File: src/sid_pkg.sv
// shared constants, types and state codes for the safety input diagnosis block
package sid_pkg;

  // ----------------------------------------------------------------
  // sizes and function codes
  // ----------------------------------------------------------------
  localparam int         NUM_IN    = 6;      // duplicated inputs
  localparam int         NUM_FUNC  = 8;      // function code space
  localparam logic [3:0] FUNC_NONE = 4'h0;   // no function assigned
  localparam logic [2:0] IDX_END   = 3'h6;   // scan index past last input

  // ----------------------------------------------------------------
  // timing
  // ----------------------------------------------------------------
  localparam int CLK_PERIOD_NS        = 100;   // 10 MHz system clock
  localparam int POWER_ON_DIAG_NS     = 1000;  // internal power-on check
  localparam int POWER_ON_DIAG_CYCLES =
    (POWER_ON_DIAG_NS + CLK_PERIOD_NS - 1) / CLK_PERIOD_NS;
  localparam int TP_PERIOD_US         = 1000;  // test pulse repeat time
  localparam int TP_PERIOD_CYCLES     = TP_PERIOD_US * 1000 / CLK_PERIOD_NS;

  // ----------------------------------------------------------------
  // carriers
  // ----------------------------------------------------------------
  typedef struct packed {
    logic [5:0][3:0]  input_function_select; // function per input
    logic [5:0][15:0] mismatch_time;         // cycles, 0 = no check
    logic [5:0][15:0] filter_time;           // cycles of stability
    logic [5:0]       test_pulse_select_1;   // diag channel a wires
    logic [5:0]       test_pulse_select_2;   // diag channel b wires
    logic [15:0]      test_pulse_off_time;   // off-pulse width, cycles
    logic [5:0]       startup_diag_select_1; // start-up target set 1
    logic [5:0]       startup_diag_select_2; // start-up target set 2
  } cfg_t;

  typedef struct packed {
    logic mismatch_alarm;      // sticky
    logic safe_stop_1;         // sticky
    logic input_device_alarm;  // sticky
    logic startup_warning;     // high until start-up check ends
    logic safe_torque_off;     // high until start-up check ends
  } status_t;

  localparam status_t STATUS_RESET = 5'h03;  // warning and stop held

  typedef enum logic [5:0] {
    ST_POWER_ON    = 6'h01,
    ST_SCAN        = 6'h02,
    ST_WAIT_OFF    = 6'h04,
    ST_WAIT_ON     = 6'h08,
    ST_WAIT_ALL_ON = 6'h10,
    ST_DONE        = 6'h20
  } startup_state_t;

endpackage

File: src/sid_filter.sv
// noise rejection filter for one input wire
`timescale 1ns/1ps
module sid_filter (
  input  wire logic        i_clk,
  input  wire logic        i_reset_n,
  input  wire logic        i_raw,    // unfiltered wire level
  input  wire logic [15:0] i_time,   // stable cycles required
  output logic             o_level   // filtered level
);

  logic [15:0] cnt_reg;  // cycles the raw level has differed

  // ----------------------------------------------------------------
  // stability counter, level follows only after a full stable run
  // ----------------------------------------------------------------
  always_ff @(posedge i_clk or negedge i_reset_n) begin
    if (!i_reset_n) begin
      cnt_reg <= 16'h0000;
      o_level <= 1'b0;
    end else if (i_raw == o_level) begin  // any bounce restarts the run
      cnt_reg <= 16'h0000;
    end else if (cnt_reg >= i_time) begin  // [RL21] [RL20] [RL17]
      o_level <= i_raw;
      cnt_reg <= 16'h0000;
    end else begin
      cnt_reg <= cnt_reg + 16'h0001;
    end
  end

  // ----------------------------------------------------------------
  // checks
  // ----------------------------------------------------------------
  property p_filter_stable;
    @(posedge i_clk) disable iff (!i_reset_n)
      (o_level != $past(o_level)) |-> ($past(cnt_reg) >= $past(i_time));
  endproperty
  a_filter_stable: assert property (p_filter_stable) // [RL21]
    else $error("filter level changed before stable time");

endmodule // sid_filter

File: src/sid_input_diag.sv
// duplicated safety input checking, start-up check, test pulses, filtering
//
// Behaviour
// [RL1] - wires disagree means logical command off
// [RL2] - command on only when both wires on
// [RL3] - long disagreement raises alarm and safe stop
// [RL4] - zero mismatch time disables that check
// [RL5] - far party switches both wires promptly
// [RL6] - start-up toggles each target input singly
// [RL7] - far party holds other inputs on
// [RL8] - all targets passed clears warning and stop
// [RL9] - targets need function and start-up selection
// [RL10] - no targets: internal check, wait all on
// [RL11] - periodic off-pulses on both test outputs
// [RL12] - test outputs never off together
// [RL13] - off-pulse width follows one setting
// [RL14] - test pulse wiring fault raises device alarm
// [RL15] - per-wire test selection, zero means none
// [RL16] - shared pulse shorts stay undetected
// [RL17] - separate filter time per input
// [RL18] - filter time should exceed pulse off time
// [RL19] - input drives its assigned function command
// [RL20] - filter delays effect by filter time
// [RL21] - level passes after full stable time
// [RL22] - input must read off during own pulse
`timescale 1ns/1ps
module sid_input_diag #(
  parameter int P_TP_PERIOD_CYCLES = sid_pkg::TP_PERIOD_CYCLES  // >= 4
) (
  input  wire logic              I_CLK_SYS,
  input  wire logic              I_RESET_N,
  input  wire logic [5:0]        I_INPUT_CHANNEL_A,  // a wires, 1 = on
  input  wire logic [5:0]        I_INPUT_CHANNEL_B,  // b wires, 1 = on
  input  wire sid_pkg::cfg_t     I_CFG,              // static settings
  output logic [5:0]             O_INPUT_COMMAND,    // logical commands
  output logic [7:0]             O_FUNCTION_COMMAND, // per function code
  output logic                   O_TEST_PULSE_OUT_A,
  output logic                   O_TEST_PULSE_OUT_B,
  output sid_pkg::status_t       O_STATUS
);

  // ----------------------------------------------------------------
  // declarations
  // ----------------------------------------------------------------
  logic [5:0]        filt_a;         // filtered a wires
  logic [5:0]        filt_b;         // filtered b wires
  logic [5:0]        over;           // mismatch time exceeded
  logic [5:0]        assigned;       // input has a function
  logic [5:0]        target;         // start-up check targets
  logic [7:0]        func_next;      // function command next value
  logic [15:0]       period;         // test pulse period, cycles
  logic [15:0]       half;           // offset of the b pulse
  logic [15:0]       off_eff;        // clamped off-pulse width
  logic [15:0]       tp_cnt_reg;     // test pulse phase
  logic              fail_a;         // a wire on during own pulse
  logic              fail_b;         // b wire on during own pulse
  logic              mm_alarm_reg;   // mismatch alarm
  logic              stop1_reg;      // safe stop 1 request
  logic              dev_alarm_reg;  // input device alarm
  logic              warn_reg;       // start-up warning
  logic              sto_reg;        // safe torque off held
  logic [2:0]        idx_reg;        // input under start-up check
  logic [15:0]       pon_cnt_reg;    // power-on check timer
  sid_pkg::startup_state_t state_reg;
  sid_pkg::startup_state_t state_next;

  assign period = P_TP_PERIOD_CYCLES[15:0];
  assign half   = {1'b0, period[15:1]};

  // ----------------------------------------------------------------
  // per input filters and mismatch timers
  // ----------------------------------------------------------------
  genvar gi;
  generate
    for (gi = 0; gi < sid_pkg::NUM_IN; gi++) begin : g_in
      logic [15:0] mm_cnt_reg;  // cycles of disagreement, saturating
      sid_filter u_filt_a (
        .i_clk     (I_CLK_SYS),
        .i_reset_n (I_RESET_N),
        .i_raw     (I_INPUT_CHANNEL_A[gi]),
        .i_time    (I_CFG.filter_time[gi]),  // [RL17]
        .o_level   (filt_a[gi])
      );
      sid_filter u_filt_b (
        .i_clk     (I_CLK_SYS),
        .i_reset_n (I_RESET_N),
        .i_raw     (I_INPUT_CHANNEL_B[gi]),
        .i_time    (I_CFG.filter_time[gi]),
        .o_level   (filt_b[gi])
      );
      // timer runs only while the filtered wires disagree
      always_ff @(posedge I_CLK_SYS or negedge I_RESET_N) begin
        if (!I_RESET_N) begin
          mm_cnt_reg <= 16'h0000;
        end else if (filt_a[gi] == filt_b[gi]) begin
          mm_cnt_reg <= 16'h0000;
        end else if (mm_cnt_reg != 16'hffff) begin
          mm_cnt_reg <= mm_cnt_reg + 16'h0001;
        end
      end
      // zero setting never trips [RL4]
      assign over[gi] = (filt_a[gi] != filt_b[gi]) &&
                        (I_CFG.mismatch_time[gi] != 16'h0000) &&
                        (mm_cnt_reg >= I_CFG.mismatch_time[gi]);  // [RL3]
      assign assigned[gi] = I_CFG.input_function_select[gi] != sid_pkg::FUNC_NONE;
    end
  endgenerate

  // start-up targets: assigned and selected in either set [RL9]
  assign target = assigned & (I_CFG.startup_diag_select_1 | I_CFG.startup_diag_select_2);

  // ----------------------------------------------------------------
  // logical commands
  // ----------------------------------------------------------------
  // both wires on gives on, any disagreement gives off
  always_ff @(posedge I_CLK_SYS or negedge I_RESET_N) begin
    if (!I_RESET_N) begin
      O_INPUT_COMMAND <= 6'h00;
    end else begin
      O_INPUT_COMMAND <= filt_a & filt_b;  // [RL1] [RL2]
    end
  end

  // route each command to the function it is assigned to
  always_comb begin
    func_next = 8'h00;
    for (int i = 0; i < sid_pkg::NUM_IN; i++) begin
      if (assigned[i] && O_INPUT_COMMAND[i]) begin
        func_next[I_CFG.input_function_select[i][2:0]] = 1'b1;  // [RL19]
      end
    end
  end

  always_ff @(posedge I_CLK_SYS or negedge I_RESET_N) begin
    if (!I_RESET_N) begin
      O_FUNCTION_COMMAND <= 8'h00;
    end else begin
      O_FUNCTION_COMMAND <= func_next;
    end
  end

  // ----------------------------------------------------------------
  // mismatch alarm, sticky until reset
  // ----------------------------------------------------------------
  always_ff @(posedge I_CLK_SYS or negedge I_RESET_N) begin
    if (!I_RESET_N) begin
      mm_alarm_reg <= 1'b0;
      stop1_reg    <= 1'b0;
    end else if (|over) begin  // alarm and stop start together [RL3]
      mm_alarm_reg <= 1'b1;
      stop1_reg    <= 1'b1;
    end
  end

  // ----------------------------------------------------------------
  // test pulse generator
  // ----------------------------------------------------------------
  // width clamped below half a period so the pulses cannot overlap
  always_comb begin
    if (I_CFG.test_pulse_off_time == 16'h0000) begin
      off_eff = 16'h0001;
    end else if (I_CFG.test_pulse_off_time >= half) begin
      off_eff = half - 16'h0001;  // [RL12]
    end else begin
      off_eff = I_CFG.test_pulse_off_time;  // [RL13]
    end
  end

  always_ff @(posedge I_CLK_SYS or negedge I_RESET_N) begin
    if (!I_RESET_N) begin
      tp_cnt_reg <= 16'h0000;
    end else if (tp_cnt_reg >= period - 16'h0001) begin
      tp_cnt_reg <= 16'h0000;
    end else begin
      tp_cnt_reg <= tp_cnt_reg + 16'h0001;  // [RL11]
    end
  end

  // a pulses at phase 0, b at half period
  always_ff @(posedge I_CLK_SYS or negedge I_RESET_N) begin
    if (!I_RESET_N) begin
      O_TEST_PULSE_OUT_A <= 1'b1;
      O_TEST_PULSE_OUT_B <= 1'b1;
    end else begin
      O_TEST_PULSE_OUT_A <= !(tp_cnt_reg < off_eff);  // [RL11] [RL13]
      O_TEST_PULSE_OUT_B <= !((tp_cnt_reg >= half) &&
                              (tp_cnt_reg < half + off_eff));  // [RL12]
    end
  end

  // ----------------------------------------------------------------
  // test pulse check on the last cycle of each off-pulse
  // ----------------------------------------------------------------
  // raw wires are read so the filter cannot hide the pulse; a short
  // between wires on the same pulse output still passes [RL16]
  assign fail_a = (tp_cnt_reg == off_eff) &&
                  |(I_CFG.test_pulse_select_1 & I_INPUT_CHANNEL_A);  // [RL22] [RL15]
  assign fail_b = (tp_cnt_reg == half + off_eff) &&
                  |(I_CFG.test_pulse_select_2 & I_INPUT_CHANNEL_B);  // [RL22] [RL15]

  always_ff @(posedge I_CLK_SYS or negedge I_RESET_N) begin
    if (!I_RESET_N) begin
      dev_alarm_reg <= 1'b0;
    end else if (fail_a || fail_b) begin
      dev_alarm_reg <= 1'b1;  // [RL14]
    end
  end

  // ----------------------------------------------------------------
  // start-up check sequencer
  // ----------------------------------------------------------------
  always_comb begin
    state_next = state_reg;
    case (state_reg)
      sid_pkg::ST_POWER_ON: begin  // internal check first [RL10]
        if (pon_cnt_reg >= 16'(sid_pkg::POWER_ON_DIAG_CYCLES - 1)) begin
          state_next = (target == 6'h00) ? sid_pkg::ST_WAIT_ALL_ON : sid_pkg::ST_SCAN;
        end
      end
      sid_pkg::ST_SCAN: begin  // untargeted inputs are skipped [RL9]
        if (idx_reg >= sid_pkg::IDX_END) begin
          state_next = sid_pkg::ST_DONE;  // [RL8]
        end else if (target[idx_reg]) begin
          state_next = sid_pkg::ST_WAIT_OFF;
        end
      end
      sid_pkg::ST_WAIT_OFF: begin  // see the input go off [RL6]
        if (!O_INPUT_COMMAND[idx_reg]) begin
          state_next = sid_pkg::ST_WAIT_ON;
        end
      end
      sid_pkg::ST_WAIT_ON: begin  // and back on [RL6]
        if (O_INPUT_COMMAND[idx_reg]) begin
          state_next = sid_pkg::ST_SCAN;
        end
      end
      sid_pkg::ST_WAIT_ALL_ON: begin  // every assigned input on [RL10]
        if ((O_INPUT_COMMAND | ~assigned) == 6'h3f) begin
          state_next = sid_pkg::ST_DONE;
        end
      end
      sid_pkg::ST_DONE: begin
        state_next = sid_pkg::ST_DONE;
      end
      default: begin
        state_next = sid_pkg::ST_POWER_ON;
      end
    endcase
  end

  always_ff @(posedge I_CLK_SYS or negedge I_RESET_N) begin
    if (!I_RESET_N) begin
      state_reg   <= sid_pkg::ST_POWER_ON;
      idx_reg     <= 3'h0;
      pon_cnt_reg <= 16'h0000;
    end else begin
      state_reg <= state_next;
      if (state_reg == sid_pkg::ST_POWER_ON) begin
        pon_cnt_reg <= pon_cnt_reg + 16'h0001;
      end
      // next index after a pass or a skip
      if ((state_reg == sid_pkg::ST_SCAN && state_next == sid_pkg::ST_SCAN) ||
          (state_reg == sid_pkg::ST_WAIT_ON && state_next == sid_pkg::ST_SCAN)) begin
        idx_reg <= idx_reg + 3'h1;
      end
    end
  end

  // warning and stop held until the sequencer is done
  always_ff @(posedge I_CLK_SYS or negedge I_RESET_N) begin
    if (!I_RESET_N) begin
      warn_reg <= 1'b1;
      sto_reg  <= 1'b1;
    end else begin
      warn_reg <= (state_next != sid_pkg::ST_DONE);  // [RL8] [RL10]
      sto_reg  <= (state_next != sid_pkg::ST_DONE);  // [RL8] [RL10]
    end
  end

  assign O_STATUS = {mm_alarm_reg, stop1_reg, dev_alarm_reg, warn_reg, sto_reg};

  // ----------------------------------------------------------------
  // checks
  // ----------------------------------------------------------------
  logic [15:0] off_run_a;  // length of the current a off-pulse
  always_ff @(posedge I_CLK_SYS or negedge I_RESET_N) begin
    if (!I_RESET_N) begin
      off_run_a <= 16'h0000;
    end else begin
      off_run_a <= O_TEST_PULSE_OUT_A ? 16'h0000 : off_run_a + 16'h0001;
    end
  end

  property p_cmd_off_mismatch;
    @(posedge I_CLK_SYS) disable iff (!I_RESET_N)
      ((filt_a ^ filt_b) != 6'h00) |=> ((O_INPUT_COMMAND & $past(filt_a ^ filt_b)) == 6'h00);
  endproperty
  a_cmd_off_mismatch: assert property (p_cmd_off_mismatch) // [RL1]
    else $error("command on while wires disagree");

  property p_cmd_needs_both;
    @(posedge I_CLK_SYS) disable iff (!I_RESET_N)
      $rose(O_INPUT_COMMAND[0]) |-> $past(filt_a[0] && filt_b[0]);
  endproperty
  a_cmd_needs_both: assert property (p_cmd_needs_both) // [RL2]
    else $error("command rose without both wires on");

  property p_alarm_with_stop;
    @(posedge I_CLK_SYS) disable iff (!I_RESET_N)
      $rose(mm_alarm_reg) |-> stop1_reg && $past(|over);
  endproperty
  a_alarm_with_stop: assert property (p_alarm_with_stop) // [RL3]
    else $error("mismatch alarm without cause or stop");

  property p_zero_time_silent;
    @(posedge I_CLK_SYS) disable iff (!I_RESET_N)
      (I_CFG.mismatch_time[0] == 16'h0000) |-> !over[0];
  endproperty
  a_zero_time_silent: assert property (p_zero_time_silent) // [RL4]
    else $error("mismatch check active with zero time");

  property p_no_overlap;
    @(posedge I_CLK_SYS) disable iff (!I_RESET_N)
      O_TEST_PULSE_OUT_A || O_TEST_PULSE_OUT_B;
  endproperty
  a_no_overlap: assert property (p_no_overlap) // [RL12]
    else $error("both test outputs off together");

  property p_pulse_width;
    @(posedge I_CLK_SYS) disable iff (!I_RESET_N)
      $rose(O_TEST_PULSE_OUT_A) |-> (off_run_a == $past(off_eff));
  endproperty
  a_pulse_width: assert property (p_pulse_width) // [RL13]
    else $error("test pulse width differs from setting");

  property p_dev_alarm_cause;
    @(posedge I_CLK_SYS) disable iff (!I_RESET_N)
      $rose(dev_alarm_reg) |-> $past(fail_a || fail_b);
  endproperty
  a_dev_alarm_cause: assert property (p_dev_alarm_cause) // [RL14]
    else $error("device alarm without pulse failure");

  property p_release_together;
    @(posedge I_CLK_SYS) disable iff (!I_RESET_N)
      $fell(warn_reg) |-> $fell(sto_reg) && state_reg == sid_pkg::ST_DONE;
  endproperty
  a_release_together: assert property (p_release_together) // [RL8]
    else $error("warning and stop not released together");

  c_mismatch_alarm: cover property (@(posedge I_CLK_SYS) $rose(mm_alarm_reg));
  c_startup_done: cover property (@(posedge I_CLK_SYS) $fell(warn_reg));
  c_device_alarm: cover property (@(posedge I_CLK_SYS) $rose(dev_alarm_reg));

endmodule // sid_input_diag

File: config.mk
export PLATFORM = sky130hd
export DESIGN_NAME = sid_input_diag
export DESIGN_NICKNAME = d
export VERILOG_FILES = /design/src/sid_pkg.sv /design/src/sid_filter.sv /design/src/sid_input_diag.sv
export SDC_FILE = /design/constraint.sdc
export NUM_CORES = 1
export LEC_CHECK = 0
export BUFFER_PORTS_ARGS = -buffer_cell sky130_fd_sc_hd__buf_2
export CAP_MARGIN = 10
export CORE_UTILIZATION = 35
export DETAILED_ROUTE_END_ITERATION = 7
export PLACE_DENSITY_LB_ADDON = 0.2
export SYNTH_ARGS = -nofsm -noshare
export SYNTH_HDL_FRONTEND = slang
export SYNTH_HIERARCHICAL = 1
export SYNTH_SLANG_ARGS = --single-unit
File: constraint.sdc
create_clock -name I_CLK_SYS -period 4.45 [get_ports I_CLK_SYS]
set_input_delay 0.89 -clock I_CLK_SYS [delete_from_list [all_inputs] [get_ports I_CLK_SYS]]
set_output_delay 0.89 -clock I_CLK_SYS [all_outputs]
set_load 0.05 [all_outputs]
# Yosys cells after proc, flatten, opt, wreduce, memory -nomap -nowiden
# Cells that the tools add are included.
# totals
out_inout_bits	21
ff_bits	360
inputBits	270
wordCells	303
# classes
n_reduce_logical	68
bitwise_logic	24
n_eq_ne	41
order_cmp	38
mux	69
add_sub_neg	22
# ops
operator	n
$mux 16	39
$add 16x1->16 const B	20
$ge 16x16->1	18
$ne 16x16->1 const B	6
$reduce_bool 16->1	6
$mux 8	6
$or 8x8->8	5
$mux 6	6
$pmux 6 s6	1
$eq 16x16->1	2
$ge 16x13->1 const B	2
$lt 16x16->1	2
$logic_and 1x1->1	29
$lt 3x4->1 const B	7
$and 6x6->6	4
$reduce_and 2->1	12
$reduce_bool 4->1	6
$demux 1 s3	6
$eq 1x1->1	18
$ge 3x1->1 const B	6
$reduce_or 6->1	3
$add 13x16->16 const A	1
$ge 16x14->1 const B	1
$ge 16x4->1 const B	1
other kinds (21)	55

# Depth between registers and ports, before layout
# logic_depth
word_depth	15
depth_mapped	20
mapped_depth_nobuf	19

# Hierarchy
# The synthesis kept the hierarchy.
# modules_own_cells
module	n_inst	area_each_um2	seq_area_each_um2	cells_per_inst
sid_filter	12	1181.1	425.4	131
sid_input_diag	1	11534.8	3908.7	1331

# Worst setup path after synthesis
# OpenSTA, ideal clock, no wires.
# synth_path
path_type	input to register
start	in I_CFG[27] (netlist bit)
end	reg O_TEST_PULSE_OUT_B
setup_ps	94
path_slack_ps	240
n_path_buf	0
cell_stages	14
t_required_ps	4356
arrival_ps	4116
path_cell_list	nor4_1 a41oi_2 nand2_2 inv_2 ha_1 a311o_1 or2_2 and3_1 ha_1 a21o_1 a21o_1 a21oi_1 nor2_1 or4_1
# synth_between
elab_chain_cells	7
# synth_rtl
item	line	text
from (decl)	sid_input_diag.sv:34	input wire sid_pkg::cfg_t I_CFG,
$ge 16x13->1	sid_input_diag.sv:162	end else if (I_CFG.test_pulse_off_time >= half) begin
$mux 16	sid_input_diag.sv:162	
$mux 16 *	sid_input_diag.sv:160	if (I_CFG.test_pulse_off_time == 16'h0000) begin
$add 13x16->16 *	sid_input_diag.sv:187	(tp_cnt_reg < half + off_eff));
$lt 16x16->1 *	sid_input_diag.sv:187	
$logic_and 1x1->1 *	sid_input_diag.sv:186	O_TEST_PULSE_OUT_B <= !((tp_cnt_reg >= half) &&
$logic_not 1->1 *	sid_input_diag.sv:186	
to (signal assigned)	sid_input_diag.sv:186	
to (decl)	sid_input_diag.sv:38	output logic O_TEST_PULSE_OUT_B,
# Every way passes the cells marked *; elsewhere a longest branch is shown, timed or not.
# A chain may end at the register's enable or synchronous reset.

# Worst setup path after layout
# layout_path
start	in I_CFG[18] (netlist bit)
end	reg O_TEST_PULSE_OUT_B
# The elaborated chain is that of the path after synthesis.

==> impl_metrics.yaml <==
placed_design:
  buffer_ports.inserted: 290
  place_area_um2: 28200
  globalplace.congestion: 0.868
  hpwl_mm: 49.2
  dp_cells: 4119
cts:
  cts_hold_buffers: 0
  clk_latency_ns: 0.58
  cts_root_buffer: "clkbuf_16"
  cts_max_level: 2
  clock_sinks: 360
  cts_buffer_depth: 3
  cts_tree: "built"
  cts_setup_buffers: 0
  cts.clk_slew.worst_paths_ns: 0.06
  cts_buffers: 47
  cts_resized: 0
final_layout:
  fin_nets: 3827
  fin_cells: 4208
  layout_commonest_cell: "nor2_1"
  utilization: 0.410
  design_area_um2: 29800
  layout_common_cells: "nor2_1 (395), inv_1 (357), dfrtp_1 (356), ha_1 (348), buf_2 (289)"
  synthToLayoutAreaGrowth_pct: 16.1
  drive_gt1_frac: 0.135
  fillers: 7388
logic_synthesis:
  seq_area_frac_synth: 0.351
  async_reset_ff_frac: 1.00
  synth_flop_cell: "dfrtp_1"
  synth_top_cells_by_area: "dfrtp_1 (35%), ha_1 (17%), xor2_1 (6.4%)"
  synth_top_cell_by_area: "dfrtp_1"
  synth_cell_types: 74
  synth_edf_count: 0
  yosysTopAreaCellShare: 0.347
  postSynthAreaPerCell_um2: 8.86
  syn_inst: 2903
  yosys_warnings: 6
  synthesis.area_um2: 25700
  synth-seq-cells: 360
drt:
  ant_nets: 0
  first_iter_violations: 926
  drc: 0
  first_pass_iters: 5
  routedWlPerCell_um: 15.0
  wl_mm: 63.0
  viasPerCell: 4.92
  vias: 20700
critical_path:
  r2r_end: "stop1_reg"
  reg2reg_depth: 7
  cp_max_fo: 5
  cp.arrival_ns: 4.31
  path_cells: "buf_2 -> nor4_2 -> o21ai_1 -> a2111o_1 -> a41oi_2 -> nand2_2 -> inv_2 -> ha_1 -> a311o_1 -> or2_2 -> nand3_1 -> o21a_1 -> ha_1 -> nand4_1 -> nor2_1 -> nand4_1 -> a21oi_1 -> or4_1"
  critPathMaxStageDelay_ns: 0.54
  endpoint_kind: "register"
  worst-setup-path-type: "in2reg"
  crit_slowest_cell: "or4_1"
  worst_ep_required_time_ns: 4.93
  r2r_start: "g_in[3].mm_cnt_reg[15]"
  crit_path_start_kind: "primary input"
  reg2reg_slack_ns: 1.58
floorplan:
  rows: 99
  die_h_um: 273
  die_w_um: 273
  core_um2: 72800
  die_area_um2: 74500
  ios: 291
  start_util: 0.353
hold_path:
  worstHoldPathType: "in2async"
sta:
  holdWs_ns: 0.369
  rsz0062_at_grt: "no"
  finalSetupTns_ns: 0
  timing.fmax_mhz: 261
  period_minus_slack_ns: 3.83
  slew_headroom: 0.393
  fin_crit_sh: 0.861
  report.final.hold_viol_count: 0
  setup_viol_count_final: 0
  drv_slew: 0
  skew_ns: 0.0159
  worst_slew_pin_slew_ns: 0.911
power_and_ir_drop:
  peakVddDrop_mv: 0.340
  p_per_area_nw_per_um2: 332
  p_leak_nw: 15.2
global_routing:
  overflow: 0
  grt_pass1_vias: 20300
  grt_max_degree: 98
  antenna_found_initial: 5
  grt_use_total: 0.169
  grt_pass1_wl_mm: 103
flow_run:
  cap_viol_max_count: 0
outcome:
  outcome: "complete, no violations"
==> worst max-delay path by stage <==
| stage | start | to | slack [ns] | cells after the start |
|---|---|---|---|---|
| finish | I_CFG[18] | O_TEST_PULSE_OUT_B | 0.62 | 18 |
| global route | I_CFG[18] | O_TEST_PULSE_OUT_B | 0.48 | 19 |
| CTS | I_CFG[18] | O_TEST_PULSE_OUT_B | 0.67 | 18 |
| detailed placement | I_CFG[18] | O_TEST_PULSE_OUT_B | 0.05 | 18 |
| global placement | I_CFG[22] | O_TEST_PULSE_OUT_B | 0.12 | 16 |
| floorplan | I_CFG[27] | O_TEST_PULSE_OUT_B | 0.24 | 14 |
==> cell usage after synthesis, types with 6 or more instances <==
cell / instances
a211oi_1: 8
xor2_1: 188
and4_1: 36
or3_1: 12
nor2b_1: 17
nand3_1: 120
nand2b_1: 23
nand3b_1: 17
a2111oi_0: 19
nand4_2: 12
a21oi_1: 112
buf_6: 13
and2_1: 29
dfrtp_1: 356
a22oi_1: 6
nor3_1: 38
clkbuf_1: 34
mux2_2: 13
nor3b_1: 6
xnor2_1: 85
a31oi_1: 12
o21a_1: 6
a2111oi_2: 12
and3_1: 31
nand2_1: 188
nor4_1: 40
nor2_1: 395
mux2i_1: 7
a21o_1: 32
ha_1: 348
o22ai_1: 10
inv_1: 357
nand4_1: 146
o211ai_1: 7
o21ai_0: 78
==> worst max-delay path: cells and delay by family <==
family,cells,cell delay [ns]
AND/OR/NAND/NOR,8,1.52
adder cells (fa/ha/maj),2,0.45
AO/OA/AOI/OAI,6,1.26
buffers and inverters,2,0.19
==> power by group <==
| group | internal [mW] | switching [mW] | total, mW |
|---|---|---|---|
| logic | 0.801 | 1.23 | 2.03 |
| registers | 3.56 | 0.347 | 3.90 |
| clock network | 2.47 | 1.51 | 3.98 |
| total | 6.83 | 3.09 | 9.92 |
==> kinds of logic (layout without fill, tap and decap cells) <==
kind of cell | Yosys count | after routing | share of synthesized area
simple gates | 1129 | 1129 | 0.220
fa+ha+maj | 348 | 348 | 0.169
xor+xnor | 273 | 273 | 0.0930
mux | 21 | 21 | 0.00930
other cells | 2 | 9 | 0.000292
compound gates | 360 | 360 | 0.0931
flops | 360 | 360 | 0.351
buf+inv | 410 | 749 | 0.0644
==> stage by stage <==
stage | setup slack (ns) | total power, mW
2_1_floorplan | 0.240 | 5.31
4_1_cts | 0.674 | 10.1
3_5_place_dp | 0.0499 | 6.03
3_3_place_gp | 0.119 | 6.01
5_1_grt | 0.476 | 10.6
6_report | 0.620 | 9.92
==> layer usage <==
metal	wire, um	track usage	up-vias	part of all wire
li1	-	-	10700	-
met3	1870	0.0230	91	0.030
met4	1590	0.0520	0	0.025
met5	0	0	-	0
met2	30100	0.288	255	0.48
met1	29500	0.222	9679	0.47
==> area by class of cell <==
class / instances / area [um2] / area share
diodes: 2 / 5.00 / 0.000168
clock buffers: 66 / 1360 / 0.0455
clock inverters: 21 / 269 / 0.00902
inverters: 358 / 1340 / 0.0450
multi-input cells: 2138 / 15100 / 0.505
flip-flops and latches: 360 / 9010 / 0.302
well taps: 959 / 1200 / 0.0402
repair buffers: 304 / 1590 / 0.0533
Note: power is estimated with default switching activity, not from simulation.
